==> config.mk <==
export PLATFORM = sky130hd
export DESIGN_NAME = rpp_top
export DESIGN_NICKNAME = d
export VERILOG_FILES = /design/src/design/rpp_pkg.sv /design/src/design/rpp_top.sv
export SDC_FILE = /design/constraint.sdc
export NUM_CORES = 1
export LEC_CHECK = 0
export BUFFER_PORTS_ARGS = -buffer_cell sky130_fd_sc_hd__buf_2
export CAP_MARGIN = 20
export CORE_MARGIN = 2
export CORE_UTILIZATION = 25
export DETAILED_ROUTE_END_ITERATION = 12
export PLACE_DENSITY = 0.52
export RECOVER_POWER = 25
export SLEW_MARGIN = 15
export SYNTH_ARGS = -nofsm -noshare
export SYNTH_HDL_FRONTEND = slang
export SYNTH_SLANG_ARGS = --single-unit
==> constraint.sdc <==
create_clock -name mclk_i -period 3.5 [get_ports mclk_i]
set_input_delay 0.35 -clock mclk_i [delete_from_list [all_inputs] [get_ports mclk_i]]
set_output_delay 0.35 -clock mclk_i [all_outputs]
set_load 0.005 [all_outputs]
==> src/design/rpp_pkg.sv <==
// rpp_pkg.sv: constants, register map and types of the remote program parser.
// assumes a 10 MHz system clock and an apb master in front of the registers.
//
// Functional notes
// - listen-only with ren: obey data, trigger, clear, lockout
// - listen-only: ignore local, abort, serial poll
// - program string is keystrokes, in order
// - every key but local has a code
// - ignored punctuation dropped; inside code breaks it
// - error-set character shows error 24, raises srq
// - srq cleared outside; bad code dropped, parsing continues
// - lower case folded to upper case
// - foreign two-character codes ignored without error
// - remote group-off codes, no toggling
// - numbers: signed mantissa, point, signed exponent
// - leading point gets an inserted zero
// - mantissa digits past fifth taken as zero
// - free run refreshes results after each measurement
// - device clear or entering remote selects free run
// - hold suppresses display and bus output
// - serial poll in hold measures once
// - hold left on trigger codes, trigger, key, local
// - leaving hold refreshes display as cycle starts
// - immediate trigger measures once, holds result
// - restart on local, trigger, listen address, key
// - result read returns to hold
// - settled trigger waits settling time first
// - bus handshake withheld during triggered measurement
package rpp_pkg;

  // timing
  localparam int CLK_PERIOD_NS  = 100;
  localparam int SETTLE_TIME_US = 100;
  localparam int SETTLE_CYCLES  = (SETTLE_TIME_US * 1000 + CLK_PERIOD_NS - 1) / CLK_PERIOD_NS;

  // number entry
  localparam int MANT_DIGITS = 5;
  localparam int EXP_DIGITS  = 2;

  // register byte offsets
  localparam logic [7:0] REG_CTRL   = 8'h00;
  localparam logic [7:0] REG_DATA   = 8'h04;
  localparam logic [7:0] REG_MSG    = 8'h08;
  localparam logic [7:0] REG_STATUS = 8'h0c;
  localparam logic [7:0] REG_CMD    = 8'h10;
  localparam logic [7:0] REG_NUM    = 8'h14;
  localparam logic [7:0] REG_EXP    = 8'h18;
  localparam logic [7:0] REG_RESULT = 8'h1c;

  // control fields and reset value
  localparam int         CTRL_REN_BIT = 0;
  localparam int         CTRL_LON_BIT = 1;
  localparam logic [1:0] CTRL_RESET   = 2'h0;

  // status fields
  localparam int ST_MODE_LSB   = 0;
  localparam int ST_SRQ_BIT    = 3;
  localparam int ST_REMOTE_BIT = 4;
  localparam int ST_LOCK_BIT   = 5;
  localparam int ST_LISTEN_BIT = 6;
  localparam int ST_HELD_BIT   = 7;
  localparam int ST_ERR_LSB    = 8;

  // number register fields
  localparam int NUM_PTPOS_LSB = 20;
  localparam int NUM_NEG_BIT   = 23;
  localparam int NUM_PT_BIT    = 24;
  localparam int EXP_NEG_BIT   = 8;

  // error display value, bcd
  localparam logic [7:0] ERR_INVALID_CODE = 8'h24;

  // group-off outputs
  localparam int GRP_AVG    = 0;
  localparam int GRP_HIPASS = 1;
  localparam int GRP_LOPASS = 2;
  localparam int GRP_NOTCH  = 3;
  localparam int GRP_RATIO  = 4;
  localparam int GRP_N      = 5;

  // characters
  localparam logic [7:0] CH_0     = 8'h30;
  localparam logic [7:0] CH_1     = 8'h31;
  localparam logic [7:0] CH_2     = 8'h32;
  localparam logic [7:0] CH_3     = 8'h33;
  localparam logic [7:0] CH_A     = 8'h41;
  localparam logic [7:0] CH_E     = 8'h45;
  localparam logic [7:0] CH_H     = 8'h48;
  localparam logic [7:0] CH_L     = 8'h4c;
  localparam logic [7:0] CH_N     = 8'h4e;
  localparam logic [7:0] CH_O     = 8'h4f;
  localparam logic [7:0] CH_R     = 8'h52;
  localparam logic [7:0] CH_T     = 8'h54;
  localparam logic [7:0] CH_PLUS  = 8'h2b;
  localparam logic [7:0] CH_MINUS = 8'h2d;
  localparam logic [7:0] CH_POINT = 8'h2e;

  typedef enum logic [2:0] {
    TM_FREE, TM_HOLD, TM_SETTLE, TM_TRIG, TM_WAIT, TM_POLL
  } rpp_state_t;

  typedef enum logic [2:0] {
    CC_IGNORE, CC_ERROR, CC_DIGIT, CC_POINT, CC_SIGN, CC_ALPHA
  } rpp_cc_t;

  // bus message bits, msb first: bit 7 srq_clr .. bit 0 trigger
  typedef struct packed {
    logic srq_clr;
    logic listen_addr;
    logic poll;
    logic abort;
    logic gtl;
    logic llo;
    logic dev_clr;
    logic trigger;
  } rpp_msg_t;

  typedef struct packed {
    logic       valid;
    logic [7:0] first;
    logic [7:0] second;
  } rpp_cmd_t;

  typedef struct packed {
    logic        active;
    logic        mneg;
    logic [19:0] mant;
    logic [2:0]  ndig;
    logic        pt_seen;
    logic [2:0]  pt_pos;
    logic        exp_mode;
    logic        eneg;
    logic [7:0]  expo;
    logic [1:0]  edig;
  } rpp_num_t;

endpackage

==> src/design/rpp_top.sv <==
// rpp_top.sv: program string parser and trigger sequencer with apb registers.
// assumes bus messages and data bytes are handed in by software over apb,
// and a measurement engine that answers meas_start_o with meas_done_i.
//
// Chosen here: the register offsets and the APB interface to the registers.
`timescale 1ns/10ps
`default_nettype none
module rpp_top
  import rpp_pkg::*;
#(
  parameter int unsigned SETTLE_CNT = SETTLE_CYCLES
) (
  // clock and reset
  input  wire logic              mclk_i,
  input  wire logic              resetn_i,
  // apb slave
  input  wire logic              psel_i,
  input  wire logic              penable_i,
  input  wire logic              pwrite_i,
  input  wire logic [7:0]        paddr_i,
  input  wire logic [31:0]       pwdata_i,
  output logic      [31:0]       prdata_o,
  output logic                   pready_o,
  output logic                   pslverr_o,
  // front panel keys, one-cycle pulses
  input  wire logic              shift_key_i,
  input  wire logic              averaging_detector_key_i,
  input  wire logic              return_local_key_i,
  // measurement engine
  output logic                   meas_start_o,
  input  wire logic              meas_done_i,
  input  wire logic [31:0]       result_i,
  // instrument side
  output rpp_cmd_t               cmd_o,
  output logic [GRP_N-1:0]       grp_off_o,
  output logic                   disp_update_o,
  output logic                   bus_update_o,
  output logic                   srq_o,
  output logic [7:0]             err_code_o
);

  function automatic logic [7:0] fold_upper(input logic [7:0] c);
    logic [7:0] r;
    r = c;
    if (c >= 8'h61 && c <= 8'h7a) begin
      r = c - 8'h20;
    end
    return r;
  endfunction

  function automatic rpp_cc_t char_class(input logic [7:0] c);
    rpp_cc_t r;
    r = CC_IGNORE;
    if (c >= CH_0 && c <= 8'h39) begin
      r = CC_DIGIT;
    end else if (c == CH_POINT) begin
      r = CC_POINT;
    end else if (c == CH_PLUS || c == CH_MINUS) begin
      r = CC_SIGN;
    end else if (c inside {8'h40, 8'h42, 8'h45, 8'h47, 8'h49, 8'h4a, 8'h51, 8'h59,
                           8'h5a, 8'h5b, 8'h5c, 8'h5d, 8'h5e, 8'h7b, 8'h7c, 8'h7d,
                           8'h7e, 8'h7f}) begin
      r = CC_ERROR;
    end else if (c >= CH_A && c <= 8'h5a) begin
      r = CC_ALPHA;
    end
    return r;
  endfunction

  function automatic logic is_code(input logic [7:0] f, input logic [7:0] s,
                                   input logic [7:0] a, input logic [7:0] b,
                                   input logic [7:0] alt);
    return (f == a) && (s == b || s == alt);
  endfunction

  // register state
  logic [1:0]  ctrl_q;
  logic [31:0] prdata_q;
  logic        slverr_q;
  logic [31:0] result_q;
  logic        held_q;
  logic        remote_q;
  logic        lockout_q;
  logic        listen_q;
  logic        srq_q;
  logic [7:0]  err_q;
  logic        pend_q;
  logic [7:0]  pend_c_q;
  rpp_num_t    num_q;
  rpp_num_t    num_d;
  rpp_state_t  state_q;
  rpp_state_t  state_d;
  logic        busy_q;
  logic [15:0] settle_q;
  logic        start_d;

  // bus strobes
  logic        acc;
  logic        trig_busy;
  logic        wr_fire;
  logic        rd_fire;
  logic        data_fire;
  logic        msg_fire;
  rpp_msg_t    msg;
  logic        lon;

  // decoded events
  logic        byte_ok;
  logic [7:0]  ch;
  rpp_cc_t     cc;
  logic        is_exp;
  logic        code_done;
  logic        bad_char;
  logic        c_t0;
  logic        c_t1;
  logic        c_t2;
  logic        c_t3;
  logic        ev_gtl;
  logic        ev_poll;
  logic        ev_abort;
  logic        ev_key;
  logic        go_local;
  logic        enter_rmt;
  logic        result_rd;
  logic        done_ok;

  assign acc       = psel_i & penable_i;
  assign trig_busy = (state_q == TM_SETTLE) || (state_q == TM_TRIG);
  assign pready_o  = !(acc && pwrite_i && trig_busy &&
                       (paddr_i == REG_DATA || paddr_i == REG_MSG));
  assign wr_fire   = acc & pready_o & pwrite_i;
  assign rd_fire   = acc & pready_o & !pwrite_i;
  assign data_fire = wr_fire && (paddr_i == REG_DATA);
  assign msg_fire  = wr_fire && (paddr_i == REG_MSG);
  assign msg       = msg_fire ? rpp_msg_t'(pwdata_i[7:0]) : '0;
  assign lon       = ctrl_q[CTRL_LON_BIT];
  assign prdata_o  = prdata_q;
  assign pslverr_o = slverr_q;
  assign result_rd = rd_fire && (paddr_i == REG_RESULT);
  assign done_ok   = meas_done_i & busy_q;

  // listen-only with ren takes every byte
  assign byte_ok   = data_fire & ctrl_q[CTRL_REN_BIT] & (lon | listen_q);
  assign ch        = fold_upper(pwdata_i[7:0]);
  assign cc        = char_class(ch);
  assign is_exp    = num_q.active & !num_q.exp_mode & (ch == CH_E);
  assign code_done = byte_ok & pend_q & !is_exp & (cc == CC_ALPHA || cc == CC_DIGIT);
  assign bad_char  = byte_ok & !is_exp & (cc == CC_ERROR);
  assign c_t0      = code_done & is_code(pend_c_q, ch, CH_T, CH_0, CH_O);
  assign c_t1      = code_done & is_code(pend_c_q, ch, CH_T, CH_1, CH_1);
  assign c_t2      = code_done & is_code(pend_c_q, ch, CH_T, CH_2, CH_2);
  assign c_t3      = code_done & is_code(pend_c_q, ch, CH_T, CH_3, CH_3);

  assign ev_gtl    = msg.gtl & !lon;
  assign ev_abort  = msg.abort & !lon;
  assign ev_poll   = msg.poll & !lon;
  assign ev_key    = shift_key_i & averaging_detector_key_i & remote_q & !lockout_q;
  assign go_local  = remote_q & (ev_gtl | (return_local_key_i & !lockout_q) |
                                 !ctrl_q[CTRL_REN_BIT]);
  assign enter_rmt = !remote_q & ctrl_q[CTRL_REN_BIT] & (msg.listen_addr | (lon & data_fire));

  // apb registers
  always_ff @(posedge mclk_i) begin
    if (!resetn_i) begin
      ctrl_q <= CTRL_RESET;
    end else if (wr_fire && paddr_i == REG_CTRL) begin
      ctrl_q <= pwdata_i[1:0];
    end
  end

  // read data sampled in the setup cycle
  always_ff @(posedge mclk_i) begin
    if (!resetn_i) begin
      prdata_q <= 32'h0;
      slverr_q <= 1'b0;
    end else if (psel_i && !penable_i) begin
      prdata_q <= 32'h0;
      slverr_q <= 1'b0;
      case (paddr_i)
        REG_CTRL:   prdata_q[1:0] <= ctrl_q;
        REG_DATA:   ;
        REG_MSG:    ;
        REG_STATUS: begin
          prdata_q[ST_MODE_LSB +: 3] <= state_q;
          prdata_q[ST_SRQ_BIT]       <= srq_q;
          prdata_q[ST_REMOTE_BIT]    <= remote_q;
          prdata_q[ST_LOCK_BIT]      <= lockout_q;
          prdata_q[ST_LISTEN_BIT]    <= listen_q;
          prdata_q[ST_HELD_BIT]      <= held_q;
          prdata_q[ST_ERR_LSB +: 8]  <= err_q;
        end
        REG_CMD:    prdata_q[16:0] <= cmd_o;
        REG_NUM: begin
          prdata_q[19:0]                <= num_q.mant;
          prdata_q[NUM_PTPOS_LSB +: 3]  <= num_q.pt_pos;
          prdata_q[NUM_NEG_BIT]         <= num_q.mneg;
          prdata_q[NUM_PT_BIT]          <= num_q.pt_seen;
        end
        REG_EXP: begin
          prdata_q[7:0]       <= num_q.expo;
          prdata_q[EXP_NEG_BIT] <= num_q.eneg;
        end
        REG_RESULT: prdata_q <= result_q;
        default:    slverr_q <= 1'b1;
      endcase
    end
  end

  // remote, lockout and listen addressing
  always_ff @(posedge mclk_i) begin
    if (!resetn_i) begin
      remote_q  <= 1'b0;
      lockout_q <= 1'b0;
      listen_q  <= 1'b0;
    end else begin
      if (go_local) begin
        remote_q <= 1'b0;
      end else if (enter_rmt) begin
        remote_q <= 1'b1;
      end
      if (!ctrl_q[CTRL_REN_BIT]) begin
        lockout_q <= 1'b0;
      end else if (msg.llo) begin
        lockout_q <= 1'b1;
      end
      if (msg.listen_addr) begin
        listen_q <= 1'b1;
      end else if (ev_abort) begin
        listen_q <= 1'b0;
      end
    end
  end

  // punctuation inside a code discards the first character
  always_ff @(posedge mclk_i) begin
    if (!resetn_i) begin
      pend_q   <= 1'b0;
      pend_c_q <= 8'h00;
    end else if (byte_ok && !is_exp && cc != CC_ERROR) begin
      if (cc == CC_ALPHA && !pend_q) begin
        pend_q   <= 1'b1;
        pend_c_q <= ch;
      end else begin
        pend_q <= 1'b0;
      end
    end
  end

  always_comb begin
    rpp_num_t b;
    b     = num_q.active ? num_q : '0;
    num_d = num_q;
    if (byte_ok) begin
      if (is_exp) begin
        num_d.exp_mode = 1'b1;
      end else if (cc == CC_ALPHA && !pend_q) begin
        num_d.active = 1'b0;
      end else if ((cc == CC_POINT || cc == CC_SIGN) ||
                   (cc == CC_DIGIT && !pend_q)) begin
        num_d        = b;
        num_d.active = 1'b1;
        if (b.exp_mode) begin
          if (cc == CC_SIGN && b.edig == 2'h0) begin
            num_d.eneg = (ch == CH_MINUS);
          end else if (cc == CC_DIGIT && b.edig < 2'(EXP_DIGITS)) begin
            num_d.expo = {b.expo[3:0], ch[3:0]};
            num_d.edig = b.edig + 2'h1;
          end
        end else if (cc == CC_SIGN) begin
          if (b.ndig == 3'h0 && !b.pt_seen) begin
            num_d.mneg = (ch == CH_MINUS);
          end
        end else if (cc == CC_POINT) begin
          if (!b.pt_seen) begin
            num_d.pt_seen = 1'b1;
            if (b.ndig == 3'h0) begin
              num_d.ndig   = 3'h1;
              num_d.pt_pos = 3'h1;
            end
          end
        end else if (b.ndig < 3'(MANT_DIGITS)) begin
          num_d.mant = {b.mant[15:0], ch[3:0]};
          num_d.ndig = b.ndig + 3'h1;
          if (!b.pt_seen) begin
            num_d.pt_pos = b.pt_pos + 3'h1;
          end
        end else if (!b.pt_seen && b.pt_pos != 3'h7) begin
          num_d.pt_pos = b.pt_pos + 3'h1;
        end
      end
    end
  end

  always_ff @(posedge mclk_i) begin
    if (!resetn_i) begin
      num_q <= '0;
    end else begin
      num_q <= num_d;
    end
  end

  // every key code forwarded; unknown ones forwarded too, raising no error
  always_ff @(posedge mclk_i) begin
    if (!resetn_i) begin
      cmd_o     <= '0;
      grp_off_o <= '0;
    end else begin
      cmd_o.valid <= code_done;
      if (code_done) begin
        cmd_o.first  <= pend_c_q;
        cmd_o.second <= ch;
      end
      grp_off_o[GRP_AVG]    <= code_done & is_code(pend_c_q, ch, CH_A, CH_0, CH_0);
      grp_off_o[GRP_HIPASS] <= code_done & is_code(pend_c_q, ch, CH_H, CH_0, CH_O);
      grp_off_o[GRP_LOPASS] <= code_done & is_code(pend_c_q, ch, CH_L, CH_0, CH_O);
      grp_off_o[GRP_NOTCH]  <= code_done & is_code(pend_c_q, ch, CH_N, CH_0, CH_O);
      grp_off_o[GRP_RATIO]  <= code_done & is_code(pend_c_q, ch, CH_R, CH_0, CH_0);
    end
  end

  // service request held until cleared, set wins
  always_ff @(posedge mclk_i) begin
    if (!resetn_i) begin
      srq_q <= 1'b0;
      err_q <= 8'h00;
    end else begin
      srq_q <= bad_char | (srq_q & !(msg.dev_clr | msg.srq_clr | ev_poll));
      if (bad_char) begin
        err_q <= ERR_INVALID_CODE;
      end else if (msg.dev_clr) begin
        err_q <= 8'h00;
      end
    end
  end
  assign srq_o      = srq_q;
  assign err_code_o = err_q;

  // trigger sequencer
  always_comb begin
    state_d = state_q;
    // clear or remote entry gives free run
    if (msg.dev_clr || enter_rmt || go_local || !remote_q) begin
      state_d = TM_FREE;
    end else begin
      unique case (state_q)
        TM_FREE: begin
          if (c_t1) begin
            state_d = TM_HOLD;
          end else if (c_t2) begin
            state_d = TM_TRIG;
          end else if (c_t3 || msg.trigger) begin
            state_d = TM_SETTLE;
          end
        end
        TM_HOLD: begin
          if (c_t0) begin
            state_d = TM_FREE;
          end else if (c_t2) begin
            state_d = TM_TRIG;
          end else if (c_t3 || msg.trigger || ev_key) begin
            state_d = TM_SETTLE;
          end else if (ev_poll) begin
            state_d = TM_POLL;
          end
        end
        TM_SETTLE: begin
          if (settle_q == 16'h0) begin
            state_d = TM_TRIG;
          end
        end
        TM_TRIG: begin
          if (done_ok) begin
            state_d = TM_WAIT;
          end
        end
        TM_WAIT: begin
          if (c_t0) begin
            state_d = TM_FREE;
          end else if (c_t3 || msg.trigger || ev_key) begin
            state_d = TM_SETTLE;
          end else if (c_t2 || msg.listen_addr || (code_done && !c_t1)) begin
            state_d = TM_TRIG;
          end else if (result_rd || c_t1) begin
            state_d = TM_HOLD;
          end
        end
        TM_POLL: begin
          if (done_ok) begin
            state_d = TM_HOLD;
          end
        end
      endcase
    end
  end

  always_comb begin
    start_d = 1'b0;
    if (state_d == TM_FREE) begin
      start_d = !busy_q || (state_q != TM_FREE);
    end else if (state_d == TM_TRIG || state_d == TM_POLL) begin
      start_d = (state_d != state_q) || (state_q == TM_WAIT);
    end
  end

  always_ff @(posedge mclk_i) begin
    if (!resetn_i) begin
      state_q <= TM_FREE;
    end else begin
      state_q <= state_d;
    end
  end

  always_ff @(posedge mclk_i) begin
    if (!resetn_i) begin
      settle_q <= 16'h0;
    end else if (state_d == TM_SETTLE && state_q != TM_SETTLE) begin
      settle_q <= 16'(SETTLE_CNT - 1);
    end else if (settle_q != 16'h0) begin
      settle_q <= settle_q - 16'h1;
    end
  end

  always_ff @(posedge mclk_i) begin
    if (!resetn_i) begin
      busy_q       <= 1'b0;
      meas_start_o <= 1'b0;
    end else begin
      meas_start_o <= start_d;
      if (start_d) begin
        busy_q <= 1'b1;
      end else if (meas_done_i) begin
        busy_q <= 1'b0;
      end
    end
  end

  // nothing reaches display or bus in hold
  always_ff @(posedge mclk_i) begin
    if (!resetn_i) begin
      result_q      <= 32'h0;
      held_q        <= 1'b0;
      disp_update_o <= 1'b0;
      bus_update_o  <= 1'b0;
    end else begin
      // display refreshed as hold is left
      disp_update_o <= (done_ok && state_q != TM_HOLD) ||
                       (state_q == TM_HOLD && state_d != TM_HOLD);
      bus_update_o  <= done_ok && state_q != TM_HOLD;
      if (done_ok && state_q != TM_HOLD) begin
        result_q <= result_i;
      end
      if (done_ok && state_q != TM_HOLD) begin
        held_q <= 1'b1;
      end else if (result_rd) begin
        held_q <= 1'b0;
      end
    end
  end

endmodule
`default_nettype wire

# ---- Yosys cells after proc, flatten, opt, wreduce, memory -nomap -nowiden
# Index checks and enable logic that the tools add are counted.
# W data, S select, Z words.
dict set report op_classes {
  n_addsub 5
  magnitude_cmp 8
  eq_ne 59
  n_mux 67
  bitwise 45
  n_reduce_logical 89
}
# operator n
set ops {}
lappend ops {{$eq A8 B7 Y1 const B} 25}
lappend ops {{$mux W3} 27}
lappend ops {{$eq A8 B6 Y1 const B} 7}
lappend ops {{$mux W41} 1}
lappend ops {{$mux W10} 4}
lappend ops {{$mux W40} 1}
lappend ops {{$and A1 B1 Y1} 35}
lappend ops {{$pmux W7 S5} 1}
lappend ops {{$eq A8 B5 Y1 const B} 4}
lappend ops {{$logic_and A1 B1 Y1} 32}
lappend ops {{$mux W28} 1}
lappend ops {{$pmux W7 S4} 1}
lappend ops {{$mux W27} 1}
lappend ops {{$mux W23} 1}
lappend ops {{$mux W20} 1}
lappend ops {{$logic_or A1 B1 Y1} 19}
lappend ops {{$eq A3 B2 Y1 const B} 6}
lappend ops {{$pmux W3 S6} 1}
lappend ops {{$reduce_bool A18 Y1} 1}
lappend ops {{$eq A8 B4 Y1 const B} 2}
lappend ops {{$ge A8 B7 Y1 const B} 2}
lappend ops {{$le A8 B7 Y1 const B} 2}
lappend ops {{$logic_not A16 Y1} 1}
lappend ops {{$mux W1} 16}
lappend ops {{other kinds (38)} 81}
dict set report totals {
  register_bits 169
  output_inout_bits 68
  wordCells 306
}

# ---- Depth between registers and ports, before layout
# Gate-level depths: netlist (run 1).
dict set report depth {
  ltp_word 27
  depth_mapped 14
  depth_no_buf 11
}

# ---- Worst setup path after synthesis (run 1)
# Ideal clock, no wire load.
dict set report synth_path {
  path_type {input port to flip-flop}
  start {in pwdata_i[5]}
  end {reg settle_q[14]}
  setup_ns 0.116
  arrival_time_ns 3.149
  setup_slack_ns 0.236
  stages 14
  path_cell_list {buf_2 inv_1 ha_1 nor2_1 o221ai_2 a21oi_1 a2111oi_4 or2_2 o211ai_1 o21ai_1 or4b_1 buf_2 buf_6 and3_1}
}
dict set report synth_via {
  elab_chain_cells 25
}
# element line_no
set synth_lines {}
lappend synth_lines {{start, declared} rpp_top.sv:21} ;# input wire logic [31:0] pwdata_i,
lappend synth_lines {{$ge A8 B7 Y1 / $le A8 B7 Y1 (equally long branches)} rpp_top.sv:45} ;# if (c >= 8'h61 && c <= 8'h7a) begin
lappend synth_lines {{$logic_and A1 B1 Y1} rpp_top.sv:45}
lappend synth_lines {{$mux W8} rpp_top.sv:45}
lappend synth_lines {{$ge A8 B7 Y1 / $le A8 B7 Y1 (equally long branches)} rpp_top.sv:64} ;# end else if (c >= CH_A && c <= 8'h5a) begin
lappend synth_lines {{$logic_and A1 B1 Y1} rpp_top.sv:64}
lappend synth_lines {{$mux W3} rpp_top.sv:64}
lappend synth_lines {{$mux W3} rpp_top.sv:60} ;# end else if (c inside {8'h40, 8'h42, 8'h45, 8'h47, 8'h49, 8'h4a, 8'h51, 8'h59,
lappend synth_lines {{$mux W3} rpp_top.sv:58} ;# end else if (c == CH_PLUS || c == CH_MINUS) begin
lappend synth_lines {{[... 9 more ...]} n/a}
lappend synth_lines {{$mux W3} rpp_top.sv:381} ;# end else if (c_t2 || msg.listen_addr || (code_done && !c_t1)) begin
lappend synth_lines {{$mux W3} rpp_top.sv:379} ;# end else if (c_t3 || msg.trigger || ev_key) begin
lappend synth_lines {{$mux W3} rpp_top.sv:377} ;# if (c_t0) begin
lappend synth_lines {{$pmux W3 S6 *} rpp_top.sv:345} ;# unique case (state_q)
lappend synth_lines {{$mux W3 *} rpp_top.sv:342} ;# if (msg.dev_clr || enter_rmt || go_local || !remote_q) begin
lappend synth_lines {{$eq A3 B2 Y1 *} rpp_top.sv:416} ;# end else if (state_d == TM_SETTLE && state_q != TM_SETTLE) begin
lappend synth_lines {{$logic_and A1 B1 Y1 *} rpp_top.sv:416}
lappend synth_lines {{$reduce_or A2 Y1 (no line) *} n/a}
lappend synth_lines {{end signal, assigned} rpp_top.sv:417} ;# settle_q <= 16'(SETTLE_CNT - 1);
lappend synth_lines {{end signal, assigned} rpp_top.sv:419} ;# settle_q <= settle_q - 16'h1;
lappend synth_lines {{end, declared} rpp_top.sv:94} ;# logic [15:0] settle_q;
# Every way passes the cells marked *; elsewhere a longest branch is shown, timed or not.
# A chain may end at the register's enable or synchronous reset.

# ---- Worst setup path in the final report (run 1)
dict set report layout_path {
  start {reg listen_q}
  end {reg settle_q[11]}
}
dict set report layout_via {
  elab_chain_cells 17
}
# element line_no
set layout_lines {}
lappend layout_lines {{start, declared} rpp_top.sv:84} ;# logic listen_q;
lappend layout_lines {{start signal, assigned} rpp_top.sv:214} ;# listen_q <= 1'b0;
lappend layout_lines {{start signal, assigned} rpp_top.sv:227} ;# listen_q <= 1'b1;
lappend layout_lines {{start signal, assigned} rpp_top.sv:229} ;# listen_q <= 1'b0;
lappend layout_lines {{$or A1 B1 Y1 *} rpp_top.sv:143} ;# assign byte_ok = data_fire & ctrl_q[CTRL_REN_BIT] & (lon | listen_q);
lappend layout_lines {{$and A1 B1 Y1 *} rpp_top.sv:143}
lappend layout_lines {{$and A1 B1 Y1 * (3 in series)} rpp_top.sv:147} ;# assign code_done = byte_ok & pend_q & !is_exp & (cc == CC_ALPHA || cc == CC_DIGIT);
lappend layout_lines {{$and A1 B1 Y1} rpp_top.sv:150} ;# assign c_t1 = code_done & is_code(pend_c_q, ch, CH_T, CH_1, CH_1);
lappend layout_lines {{$logic_not A1 Y1} rpp_top.sv:381}
lappend layout_lines {{$logic_and A1 B1 Y1} rpp_top.sv:381}
lappend layout_lines {{$logic_or A1 B1 Y1} rpp_top.sv:381}
lappend layout_lines {{$mux W3} rpp_top.sv:381}
lappend layout_lines {{$mux W3} rpp_top.sv:379}
lappend layout_lines {{$mux W3} rpp_top.sv:377}
lappend layout_lines {{$pmux W3 S6 *} rpp_top.sv:345}
lappend layout_lines {{$mux W3 *} rpp_top.sv:342}
lappend layout_lines {{$eq A3 B2 Y1 *} rpp_top.sv:416}
lappend layout_lines {{$logic_and A1 B1 Y1 *} rpp_top.sv:416}
lappend layout_lines {{$reduce_or A2 Y1 (no line) *} n/a}
# Marks and branches as above.

==> PnR_summary.wiki, run 1 <==
{| class="wikitable"
! Metric !! Value
|-
| Most common cell in the netlist || sky130_fd_sc_hd__nand2_1
|-
| Via count of the first global-routing pass || ~7500
|-
| Detailed-route wire length per cell || 16.8 µm
|-
| Total track usage || 0.164
|-
| DR iter-0 viols || about 530
|-
| Final routed wirelength across all metal layers || about 28 mm
|-
| Failing checks || capacitance limit, slew limit
|-
| Total via count after detailed routing || ~8000
|-
| Synth Area per Inst || a little under 8 µm²
|-
| Post-synth EDFFs || 0
|-
| Port Buf Inserts || between 100 and 150
|-
| Worst Clk Skew || 0.0135 ns
|-
| Global-route congestion overflow total || 0
|-
| Share of the clock period used by the worst path after layout || 0.935
|-
| Die height || about 180 µm
|-
| Unique masters post-synth || 78
|-
| Unrepaired setup endpoints after global routing || false
|-
| Share of the synthesized netlist area taken by xor and xnor gates || 0.0171
|-
| Area share of the largest cell type after synthesis || 0.411
|-
| WP data required || between 3 and 4 ns
|-
| Fin. Hold Viols || 0
|-
| Commonest cells in the netlist || sky130_fd_sc_hd__nand2_1 (217), sky130_fd_sc_hd__dfxtp_1 (168), sky130_fd_sc_hd__a21oi_1 (145)
|-
| Fraction of layout instances using a drive strength above 1 || 0.176
|-
| Dpl cells || 1621
|-
| Fraction of registers with async set or reset after synthesis || 0
|-
| Total CTS buffers || 17
|-
| Core Area || around 32000 µm²
|-
| Clock slew at the register clock pins of the worst setup and hold paths || 0.07 ns
|-
| Crit start category || flip-flop
|-
| Static power due to leakage || around 0.0038 µW
|-
| Post-CTS setup repair buffer count || 0
|-
| I/O pins || approximately 150
|-
| R2R setup slack || approximately 0.23 ns
|-
| Standard-cell row count || 66
|-
| Later-pin clock latency in the skew report || around 0.43 ns
|-
| Number of max-slew violations in the final report || 33
|-
| Post-CTS resize count || 0
|-
| Portion of netlist area occupied by mux cells || 0.0439
|-
| Weighted congestion reported at the end of routability-driven placement || 0.920
|-
| Cell Pwr Density || 453 nW/µm²
|-
| First-pass GRT wire length || 42.9 mm
|-
| Crit Path Max Fanout || 16
|-
| Final worst path period need || 3.27 ns
|-
| Fmax || between 300 and 400 MHz
|-
| Post-synthesis share of cell area spent on and, or, nand and nor gates || 0.265
|-
| Worst-margin pin slew || roughly 1.6 ns
|-
| Combined area of the multi-input logic cells || roughly 4500 µm²
|-
| Total Nets Final || between 1000 and 1500
|-
| Number of antenna violations at the first check in global routing || 3
|-
| Hold bufs inserted after CTS || 0
|-
| Layout fillers || between 3000 and 4000
|-
| Die area || approximately 34000 µm²
|-
| Post-synth design cell area || 8180 µm²
|-
| Largest cells by area after synthesis || sky130_fd_sc_hd__dfxtp_1 (41%), sky130_fd_sc_hd__nand2_1 (10%), sky130_fd_sc_hd__a21oi_1 (8.9%)
|-
| Cells along the critical path || o21a_1, nand4_1, or3_1, a2111oi_4, nand3b_1, a2111oi_0, a22o_1, or4b_1, buf_4, and3_1
|-
| Vias/cell || a little under 5
|-
| PnR worst setup slack || 0.226 ns
|-
| Detailed placement HPWL || around 21 mm
|-
| Layout area overhead || 24.4%
|-
| Maximum level of the CTS H-tree || 4
|-
| Status || complete, but fails checks
|-
| Number of detailed-route iterations in the first pass || 5
|-
| Largest voltage drop on the vdd net || around 0.37 mV
|-
| Number of buffers on the longest clock path || 2
|-
| Final cell count without fillers || between 1500 and 2000
|-
| Post-placement setup slack || roughly 0.017 ns
|-
| FF+latch count, synth || around 170
|-
| Relative slew slack || -0.0651
|-
| Combinational family with the most area after synthesis || simple AND/OR/NAND/NOR gates
|-
| Worst stage delay on the critical path || 0.49 ns
|-
| Area taken by flip-flops and latches || about 3400 µm²
|-
| Crit path capture type || flip-flop
|-
| Register area share after synthesis || 0.411
|-
| Type of the tightest min-delay check || in -> reg
|-
| TritonCTS sink count || roughly 170
|-
| Number of cells produced by synthesis || about 1100
|-
| Final ANT Viol Nets || 0
|-
| Final-layout worst hold slack || around 0.15 ns
|-
| Max-cap violations || 1
|-
| Synth Area in Adders || 0.0107
|-
| Classification of the worst setup path || reg -> reg
|-
| Post-route DRC || 0
|-
| Pin count of the biggest net entering global routing || about 130
|-
| Fin Setup TNS || 0 ns
|-
| Most used flip-flop cell after synthesis || sky130_fd_sc_hd__dfxtp_1
|-
| CP arrival || between 3 and 4 ns
|-
| Number of endpoints failing setup at the final stage || 0
|-
| Clock tree from TritonCTS || yes
|-
| Die Span X || 185 µm
|-
| CTS Root Buffer Type || sky130_fd_sc_hd__clkbuf_16
|-
| Critical Path Slowest Stage Cell || sky130_fd_sc_hd__or3_1
|-
| Count of warnings emitted by yosys || 0
|-
| Effective utilization at floorplan || 0.253
|-
| Largest area contributor in the synthesized netlist || sky130_fd_sc_hd__dfxtp_1
|-
| Area fraction in compound gates after synthesis || 0.203
|}
==> layout make-up <==
cell class / count / area share
diodes: 2 / 0.000492
clock buffers: 18 / 0.0422
clock inverters: 14 / 0.0161
inverters: 21 / 0.00800
multi-input cells: 795 / 0.438
flip-flops and latches: 168 / 0.331
well taps: 442 / 0.0544
repair buffers: 195 / 0.111
==> worst max-delay path, delay by kind of cell (launching register included) <==
family / cells / cell delay, ns
and+or+nand+nor: 5 / 1.60
AOI/OAI and AO/OA: 4 / 0.97
DFF: 1 / 0.40
buffers and inverters: 1 / 0.21
==> layer usage <==
metal,wire length [µm],global-route usage,up-vias
li1,-,-,3981
met3,1450,0.0378,31
met4,858,0.0575,0
met2,12300,0.254,229
met5,0,0,-
met1,13200,0.221,3755
==> where the power goes <==
part / internal [µW] / switching, µW
logic: 273 / 351
clock network: 1070 / 847
registers: 2000 / 67.7
==> cell usage in the layout, fill, tap and decap left out, drive strengths merged, types with 9 or more instances in the layout <==
master	synthesis	final
a21oi	146	146
a221oi	16	16
and3	23	23
buf	20	154
clkbuf	53	59
dfxtp	168	168
inv	21	26
mux2i	28	28
nand2	217	217
nand2b	9	9
nand3	26	26
nand4	9	9
nor2	84	84
nor2b	12	12
nor3	28	28
nor4	15	15
o21ai	38	38
xnor2	11	11
==> final timing paths <==
kind / startpoint / to / cells past startpoint
worst min register to register: num_q[9] / num_q[9] / 2
worst max-delay path: listen_q / settle_q[11] / 10
worst min-delay path: result_i[31] / result_q[31] / 3
worst max register to register: listen_q / settle_q[11] / 10
==> per-stage QoR <==
stage	util	power [µW]	instance area (µm²)
floorplan	-	2540	8200
global placement	0.297	2720	9620
detailed placement	0.297	2730	9620
CTS	0.316	4670	10200
global route	0.314	4840	10200
finish	0.314	4610	10200
==> sequential cells by signal (all words and copies together) (netlist names), 2 cells and up <==
name / cells
num_q: 41
prdata_o: 32
result_q: 32
cmd_o: 17
settle_q: 16
pend_c_q: 8
grp_off_o: 5
state_q: 3
ctrl_q: 2
==> cells by family after synthesis <==
logic type / Yosys count
other cells: 1
simple gates: 464
mux: 35
fa+ha+maj: 7
compound gates: 267
buf+inv: 94
xor+xnor: 16
flops: 168
No activity file was read; power rests on OpenSTA's default activity.
==> run 2, diff against run 1 <==
Settings changed: ABC_AREA set to 1.
==> PnR_summary.wiki, run 2 <==
{| class="wikitable"
! Metric !! Value
|-
| Status || complete, but fails checks
|-
| Failing checks || capacitance limit, slew limit
|-
| Relative slew slack || -0.370 (-0.305)
|-
| Maximum level of the CTS H-tree || 4 (unchanged)
|-
| Area taken by flip-flops and latches || 3360 µm² (unchanged)
|-
| Final ANT Viol Nets || 0 (unchanged)
|-
| Final core utilization || 0.303 (-0.0116)
|-
| Largest voltage drop on the vdd net || 0.266 mV (-28%)
|-
| Post-route DRC || 0 (unchanged)
|-
| Worst-margin pin slew || 2.06 ns (+0.457 ns)
|-
| Number of antenna violations at the first check in global routing || 0 (-3)
|-
| Vias/cell || 4.70 (-2.6%)
|-
| Effective utilization at floorplan || 0.254 (+0.00125)
|-
| Crit Path Max Fanout || 9 (-7)
|-
| CTS Root Buffer Type || sky130_fd_sc_hd__clkbuf_16
|-
| Cell Pwr Density || 475 nW/µm² (+5.0%)
|-
| Most used flip-flop cell after synthesis || sky130_fd_sc_hd__dfxtp_1
|-
| Worst Clk Skew || 0.0120 ns (-0.00152 ns)
|-
| Fmax || 325 MHz (+6.4%)
|-
| Commonest cells in the netlist || sky130_fd_sc_hd__nand2_1 (220), sky130_fd_sc_hd__dfxtp_1 (168), sky130_fd_sc_hd__nor2_1 (143)
|-
| Top reg by flops || num_q
|-
| Most common library cell in the layout ignoring fill and taps || sky130_fd_sc_hd__nand2_1
|-
| Fin Setup TNS || 0 ns (unchanged)
|-
| CP arrival || 3.39 ns (-0.21 ns)
|-
| Standard-cell row count || 67 (+1.5%)
|-
| Share of the clock period used by the worst path after layout || 0.879 (-0.0564)
|-
| Fraction of registers with async set or reset after synthesis || 0 (unchanged)
|-
| Dpl cells || 1738 (+7.2%)
|-
| Weighted congestion reported at the end of routability-driven placement || 0.885 (-3.8%)
|-
| Area share of the largest cell type after synthesis || 0.394 (-0.0172)
|-
| Number of detailed-route iterations in the first pass || 5 (unchanged)
|-
| Total power of the final layout || 4840 µW (+5.0%)
|-
| Most common cell in the netlist || sky130_fd_sc_hd__nand2_1
|-
| Die height || 189 µm (+2.1%)
|-
| Max-cap violations || 1 (unchanged)
|-
| Post-placement setup slack || 0.271 ns (+0.254 ns)
|-
| TritonCTS sink count || 168 (unchanged)
|-
| Final worst path period need || 3.08 ns (-0.198 ns)
|-
| Final cell count without fillers || 1771 (+7.0%)
|-
| Detailed placement HPWL || 20.4 mm (-2.2%)
|-
| Number of cells produced by synthesis || 1205 (+15%)
|-
| DR iter-0 viols || 614 (+16%)
|-
| Total Nets Final || 1398 (+8.7%)
|-
| Fraction of layout instances using a drive strength above 1 || 0.172 (-0.00355)
|-
| Share of the synthesized netlist area taken by xor and xnor gates || 0.0113 (-0.00585)
|-
| Later-pin clock latency in the skew report || 0.43 ns (about the same)
|-
| Pin count of the biggest net entering global routing || 54 (-57%)
|-
| Synth Area in Adders || 0.0103 (-0.000447)
|-
| Largest area contributor in the synthesized netlist || sky130_fd_sc_hd__dfxtp_1
|-
| Die area || 35600 µm² (+4.3%)
|-
| Total via count after detailed routing || 8332 (+4.2%)
|-
| Global-route congestion overflow total || 0 (unchanged)
|-
| Commonest cells after routing, fill and taps aside || sky130_fd_sc_hd__nand2_1 (220), sky130_fd_sc_hd__dfxtp_1 (168), sky130_fd_sc_hd__nor2_1 (141)
|-
| Flip-flop count of the largest register after layout || 41 (unchanged)
|-
| Post-CTS resize count || 0 (unchanged)
|-
| Clock tree from TritonCTS || yes
|-
| Via count of the first global-routing pass || 7974 (+5.7%)
|-
| Port Buf Inserts || 118 (unchanged)
|-
| Static power due to leakage || 0.00424 µW (+11%)
|-
| Die Span X || 189 µm (+2.1%)
|-
| Total track usage || 0.157 (-0.00645)
|-
| Unrepaired setup endpoints after global routing || false
|-
| Number of buffers on the longest clock path || 2 (unchanged)
|-
| Fin. Hold Viols || 0 (unchanged)
|-
| Post-synth design cell area || 8540 µm² (+4.4%)
|-
| Register area share after synthesis || 0.394 (-0.0172)
|-
| Largest cells by area after synthesis || sky130_fd_sc_hd__dfxtp_1 (39%), sky130_fd_sc_hd__nand2_1 (9.7%), sky130_fd_sc_hd__o21ai_0 (7.4%)
|-
| Area fraction in compound gates after synthesis || 0.220 (+0.0167)
|-
| Clock slew at the register clock pins of the worst setup and hold paths || 0.07 ns (about the same)
|-
| Layout area overhead || 19.2%
|-
| WP data required || 3.82 ns (about the same)
|-
| Crit path capture type || flip-flop
|-
| Classification of the worst setup path || reg -> reg
|-
| FF+latch count, synth || 168 (unchanged)
|-
| Post-synth EDFFs || 0 (unchanged)
|-
| Type of the tightest min-delay check || in -> reg
|-
| Detailed-route wire length per cell || 15.6 µm (-7.4%)
|-
| Combinational family with the most area after synthesis || simple AND/OR/NAND/NOR gates
|-
| Post-synthesis share of cell area spent on and, or, nand and nor gates || 0.273 (+0.00844)
|-
| Unique masters post-synth || 57 (-27%)
|-
| Hold bufs inserted after CTS || 0 (unchanged)
|-
| First-pass GRT wire length || 44.2 mm (+3.0%)
|-
| Crit start category || flip-flop
|-
| Post-CTS setup repair buffer count || 0 (unchanged)
|-
| I/O pins || 149 (unchanged)
|-
| Number of antenna diodes || 0 (-2)
|-
| Combined area of the multi-input logic cells || 4420 µm² (-0.65%)
|-
| Final routed wirelength across all metal layers || 27.6 mm (-0.86%)
|-
| Number of endpoints failing setup at the final stage || 0 (unchanged)
|-
| Count of warnings emitted by yosys || 0 (unchanged)
|-
| Total CTS buffers || 17 (unchanged)
|-
| Layout fillers || 3642 (+2.8%)
|-
| Synth Area per Inst || 7.08 µm² (-8.9%)
|-
| PnR worst setup slack || 0.424 ns (+0.198 ns)
|-
| Number of max-slew violations in the final report || 52 (+58%)
|-
| Core Area || 33600 µm² (+3.8%)
|-
| Portion of netlist area occupied by mux cells || 0 (-0.0439)
|}
[run 2: cell types whose count changed after synthesis, sizes merged, moves of 13 or more]
cell / change
o21ai: +98
a21oi: -37
mux2i: -28
inv: +112
and3: -22
a211oi: +13
nand3: +36
nand2: +14
clkbuf: -13
nor2: +82
[run 2: kinds of logic after synthesis]
group,count (synthesis)
buffers and inverters,194
AO/OA/AOI/OAI,322
XOR/XNOR,11
flip-flops,168
adder cells (fa/ha/maj),7
other,1
AND/OR/NAND/NOR,502
[run 2: layout make-up]
type                            count  share of cell area
Sequential cell                   168               0.331
Tap cell                          448              0.0551
Clock buffer                       19              0.0445
Inverter                          136              0.0509
Clock inverter                     13              0.0127
Timing Repair Buffer              139              0.0716
Multi-Input combinational cell    848               0.435
[run 2: final timing paths]
| path | startpoint | endpoint | cells after the start | slack (ns) |
|---|---|---|---|---|
| worst max-delay path | state_q[1] | settle_q[4] | 18 | 0.42 |
| worst min-delay path | result_i[19] | result_q[19] | 3 | 0.17 |
| worst max register to register | state_q[1] | settle_q[4] | 18 | 0.42 |
| worst min register to register | num_q[0] | num_q[0] | 1 | 0.45 |
[run 2: metal layers]
metal	global-route usage	share of wire	up-vias
met3	0.0350	0.052	32
met1	0.219	0.49	3868
met2	0.240	0.44	219
li1	-	-	4213
met4	0.0475	0.019	0
met5	0	0	-
[run 2: critical path: stages (launching register included)]
cell and delay (ns):
sky130_fd_sc_hd__dfxtp_1 0.41, sky130_fd_sc_hd__inv_1 0.13, sky130_fd_sc_hd__nor2_1 0.09, sky130_fd_sc_hd__a21boi_1 0.30, sky130_fd_sc_hd__nand4_1 0.14, sky130_fd_sc_hd__a21oi_1 0.32, sky130_fd_sc_hd__nand3_2 0.18, sky130_fd_sc_hd__nor2_8 0.16
sky130_fd_sc_hd__nand2_4 0.10, sky130_fd_sc_hd__nor2_2 0.13, sky130_fd_sc_hd__inv_2 0.06, sky130_fd_sc_hd__nand2_1 0.08, sky130_fd_sc_hd__nor2_1 0.04, sky130_fd_sc_hd__o21ai_1 0.10, sky130_fd_sc_hd__nand3_2 0.14, sky130_fd_sc_hd__a21oi_4 0.16
sky130_fd_sc_hd__nand3_4 0.20, sky130_fd_sc_hd__nand2_8 0.16, sky130_fd_sc_hd__a21oi_2 0.05
[run 2: metrics by stage]
stage	hold WS (ns)	instance area [µm²]
final	0.168	10200
after global routing	0.162	10200
after CTS	0.151	10200
after detailed placement	0.441	9600
after global placement	0.437	9600
after floorplan	0.422	8560
[run 2: report_power, final]
part	total (µW)	internal (µW)	switching [µW]	leakage (µW)
Combinational	799	319	481	0.00258
Sequential	2120	2040	85.6	0.00137
Clock	1910	1040	870	0.000294
Total	4840	3400	1440	0.00424
==> run 3, diff against run 2 <==
Settings changed: ABC_AREA 1 to not set, PLACE_DENSITY 0.52 to not set, PLACE_DENSITY_LB_ADDON set to 0.1.
==> PnR_summary.wiki, run 3 (synthesis results as in run 1) <==
{| class="wikitable"
! Metric !! Value
|-
| Status || complete, but fails checks
|-
| Failing checks || capacitance limit, slew limit
|-
| Number of endpoints failing setup at the final stage || 0 (unchanged)
|-
| Max-cap violations || 1 (unchanged)
|-
| TritonCTS sink count || 168 (unchanged)
|-
| Static power due to leakage || 0.00389 µW (-8.3%)
|-
| WP data required || 3.82 ns (about the same)
|-
| End of the critical path || settle_q[3]
|-
| Total track usage || 0.180 (+0.0225)
|-
| CTS Root Buffer Type || sky130_fd_sc_hd__clkbuf_16
|-
| Weighted congestion reported at the end of routability-driven placement || 0.850 (-4.0%)
|-
| Post-route DRC || 0 (unchanged)
|-
| Die Span X || 185 µm (-2.1%)
|-
| Port Buf Inserts || 118 (unchanged)
|-
| End of the worst register-to-register path || settle_q[3]
|-
| Clock slew at the register clock pins of the worst setup and hold paths || 0.07 ns (about the same)
|-
| Type of the tightest min-delay check || in -> reg
|-
| Clock tree from TritonCTS || yes
|-
| Crit Path Max Fanout || 16 (+7)
|-
| Switch share || 0.278 (-0.0195)
|-
| Maximum level of the CTS H-tree || 4 (unchanged)
|-
| Met2 layer usage reported by global route || 0.295 (+0.0550)
|-
| Switch Pwr || 1270 µW (-12%)
|-
| Worst Clk Skew || 0.0207 ns (+0.00875 ns)
|-
| Final routed wirelength across all metal layers || 30.3 mm (+9.7%)
|-
| Commonest cells after routing, fill and taps aside || sky130_fd_sc_hd__nand2_1 (217), sky130_fd_sc_hd__dfxtp_1 (168), sky130_fd_sc_hd__a21oi_1 (145)
|-
| Critical R2R Launch || listen_q
|-
| Via count of the first global-routing pass || 7730 (-3.1%)
|-
| First-pass GRT wire length || 46.4 mm (+5.1%)
|-
| Hold bufs inserted after CTS || 0 (unchanged)
|-
| Number of antenna violations at the first check in global routing || 1 (+1)
|-
| Later-pin clock latency in the skew report || 0.44 ns (about the same)
|-
| PnR worst setup slack || 0.157 ns (-0.266 ns)
|-
| Classification of the worst setup path || reg -> reg
|-
| Number of detailed-route iterations in the first pass || 5 (unchanged)
|-
| Internal power consumption || 3300 µW (-2.9%)
|-
| Crit path capture type || flip-flop
|-
| Total CTS buffers || 17 (unchanged)
|-
| Largest voltage drop on the vdd net || 0.334 mV (+26%)
|-
| Origin of the worst setup path || listen_q
|-
| Top reg by flops || num_q
|-
| Final worst path period need || 3.34 ns (+0.266 ns)
|-
| R2R setup slack || 0.16 ns (-0.27 ns)
|-
| Unrepaired setup endpoints after global routing || false
|-
| Category of cells accounting for the largest share of critical-path delay || simple AND/OR/NAND/NOR gates
|-
| Sequential group share of total power || 0.451 (+0.012)
|-
| Post-placement setup slack || -0.0546 ns (-0.326 ns)
|-
| Total via count after detailed routing || 7934 (-4.8%)
|-
| Most common library cell in the layout ignoring fill and taps || sky130_fd_sc_hd__nand2_1
|-
| Flip-flop count of the largest register after layout || 41 (unchanged)
|-
| Relative slew slack || -0.0568 (+0.313)
|-
| Buffering stage count on the worst path with inverters included || 2 (unchanged)
|-
| Comb power frac || 0.139 (-0.026)
|-
| CP arrival || 3.66 ns (+0.27 ns)
|-
| Final ANT Viol Nets || 0 (unchanged)
|-
| Total Nets Final || 1295 (-7.4%)
|-
| Most frequent cell on the critical path || sky130_fd_sc_hd__buf_4
|-
| Standard-cell row count || 66 (-1.5%)
|-
| Met1 track demand over resource in global routing || 0.243 (+0.0234)
|-
| Critical Path Slowest Stage Cell || sky130_fd_sc_hd__or4b_1
|-
| Global-route congestion overflow total || 0 (unchanged)
|-
| Number of buffers on the longest clock path || 2 (unchanged)
|-
| Number of max-slew violations in the final report || 17 (-67%)
|-
| Vias/cell || 4.77 (+1.5%)
|-
| Peak-usage layer in the global routing report || met2
|-
| Worst Reg2Reg Path Length in Cells || 11 (-7)
|-
| Number of antenna diodes || 0 (unchanged)
|-
| Worst stage delay on the critical path || 0.53 ns (+0.12 ns)
|-
| Fmax || 299 MHz (-8.0%)
|-
| Global-route track usage on met3 || 0.0301 (-0.00493)
|-
| Layout area overhead || 24.9%
|-
| Cell Pwr Density || 447 nW/µm² (-5.9%)
|-
| Fraction of layout instances using a drive strength above 1 || 0.184 (+0.0113)
|-
| Die height || 185 µm (-2.1%)
|-
| Die area || 34200 µm² (-4.1%)
|-
| Effective utilization at floorplan || 0.253 (-0.00125)
|-
| Fin. Hold Viols || 0 (unchanged)
|-
| Clock share of power || 0.410 (+0.015)
|-
| Cells along the critical path || o21a_1, nand4_1, buf_4, or3_1, a2111oi_4, nor2_1, a31o_1, a22o_1, or4b_1, buf_4, and3_1
|-
| Final-layout worst hold slack || 0.150 ns (-0.0182 ns)
|-
| Cell depth of the worst setup path || 11 (-7)
|-
| Crit start category || flip-flop
|-
| Detailed-route wire length per cell || 18.2 µm (+17%)
|-
| Core Area || 32400 µm² (-3.7%)
|-
| Worst-margin pin slew || 1.58 ns (-0.473 ns)
|-
| Pin count of the biggest net entering global routing || 115 (+110%)
|-
| Detailed placement HPWL || 22.3 mm (+9.6%)
|-
| DR iter-0 viols || 506 (-18%)
|-
| I/O pins || 149 (unchanged)
|-
| Share of the clock period used by the worst path after layout || 0.955 (+0.0761)
|}
## run 3: changes by cell type in the layout (fill, tap and decap cells not counted), moves of 22 or more
| cell | delta |
|---|---|
| sky130_fd_sc_hd__nor2_1 | -57 |
| sky130_fd_sc_hd__and3_1 | +22 |
| sky130_fd_sc_hd__buf_4 | +66 |
| sky130_fd_sc_hd__nand3_1 | -23 |
| sky130_fd_sc_hd__inv_1 | -102 |
| sky130_fd_sc_hd__mux2i_1 | +28 |
| sky130_fd_sc_hd__a21oi_1 | +47 |
| sky130_fd_sc_hd__o21ai_0 | -91 |
## run 3: worst min-delay path by stage
stage	startpoint	cells past startpoint	end
final	result_i[30]	3	result_q[30]
after global routing	result_i[4]	3	result_q[4]
after CTS	result_i[31]	3	result_q[31]
after detailed placement	prdata_o[27]	2	prdata_o[27]
after global placement	prdata_o[28]	2	prdata_o[28]
after floorplan	num_q[35]	2	num_q[35]
## run 3: area by class of cell
type	instances	area (µm²)
fill	3592	22200
multi-input combinational	795	4450
sequential	168	3360
timing repair buffer	204	1200
tap	442	553
clock buffer	20	457
clock inverter	12	118
inverter	21	81.3
## run 3: what timing repair did
action | in CTS | in global routing
resized for setup | 1 | 0
setup endpoints to repair | 8 | 15
buffers inserted | 0 | 1
pin swaps | 0 | 1
## run 3: metal layers
| metal | part of all wire | vias to the layer above |
|---|---|---|
| met3 | 0.032 | 19 |
| li1 | - | 4008 |
| met5 | 0 | - |
| met1 | 0.49 | 3758 |
| met4 | 0.017 | 0 |
| met2 | 0.46 | 149 |
## run 3: per-stage QoR
stage	instances	instance area, µm²	total power, µW	util	setup TNS [ns]
after global placement	1629	9680	2740	0.299	-0.211
after detailed placement	1629	9680	2750	0.299	-0.422
after global routing	1662	10200	4800	0.316	0
final	1662	10200	4570	0.316	0
after CTS	1661	10300	4640	0.317	0
after floorplan	1057	8200	2540	-	0
## run 3: power by group through the flow
stage	sequential (µW)	clock, µW	combinational, µW
after floorplan	2090	0	446
after global placement	2110	0	640
after detailed placement	2110	0	641
after CTS	2060	1930	644
after global routing	2070	2000	721
final	2060	1870	635
## run 3: worst reg2reg max path, delay by kind of cell (launching register included)
family,cells,cell delay [ns]
AND/OR/NAND/NOR,5,1.31
flip-flops,1,0.42
AO/OA/AOI/OAI,4,1.10
buffers and inverters,2,0.40
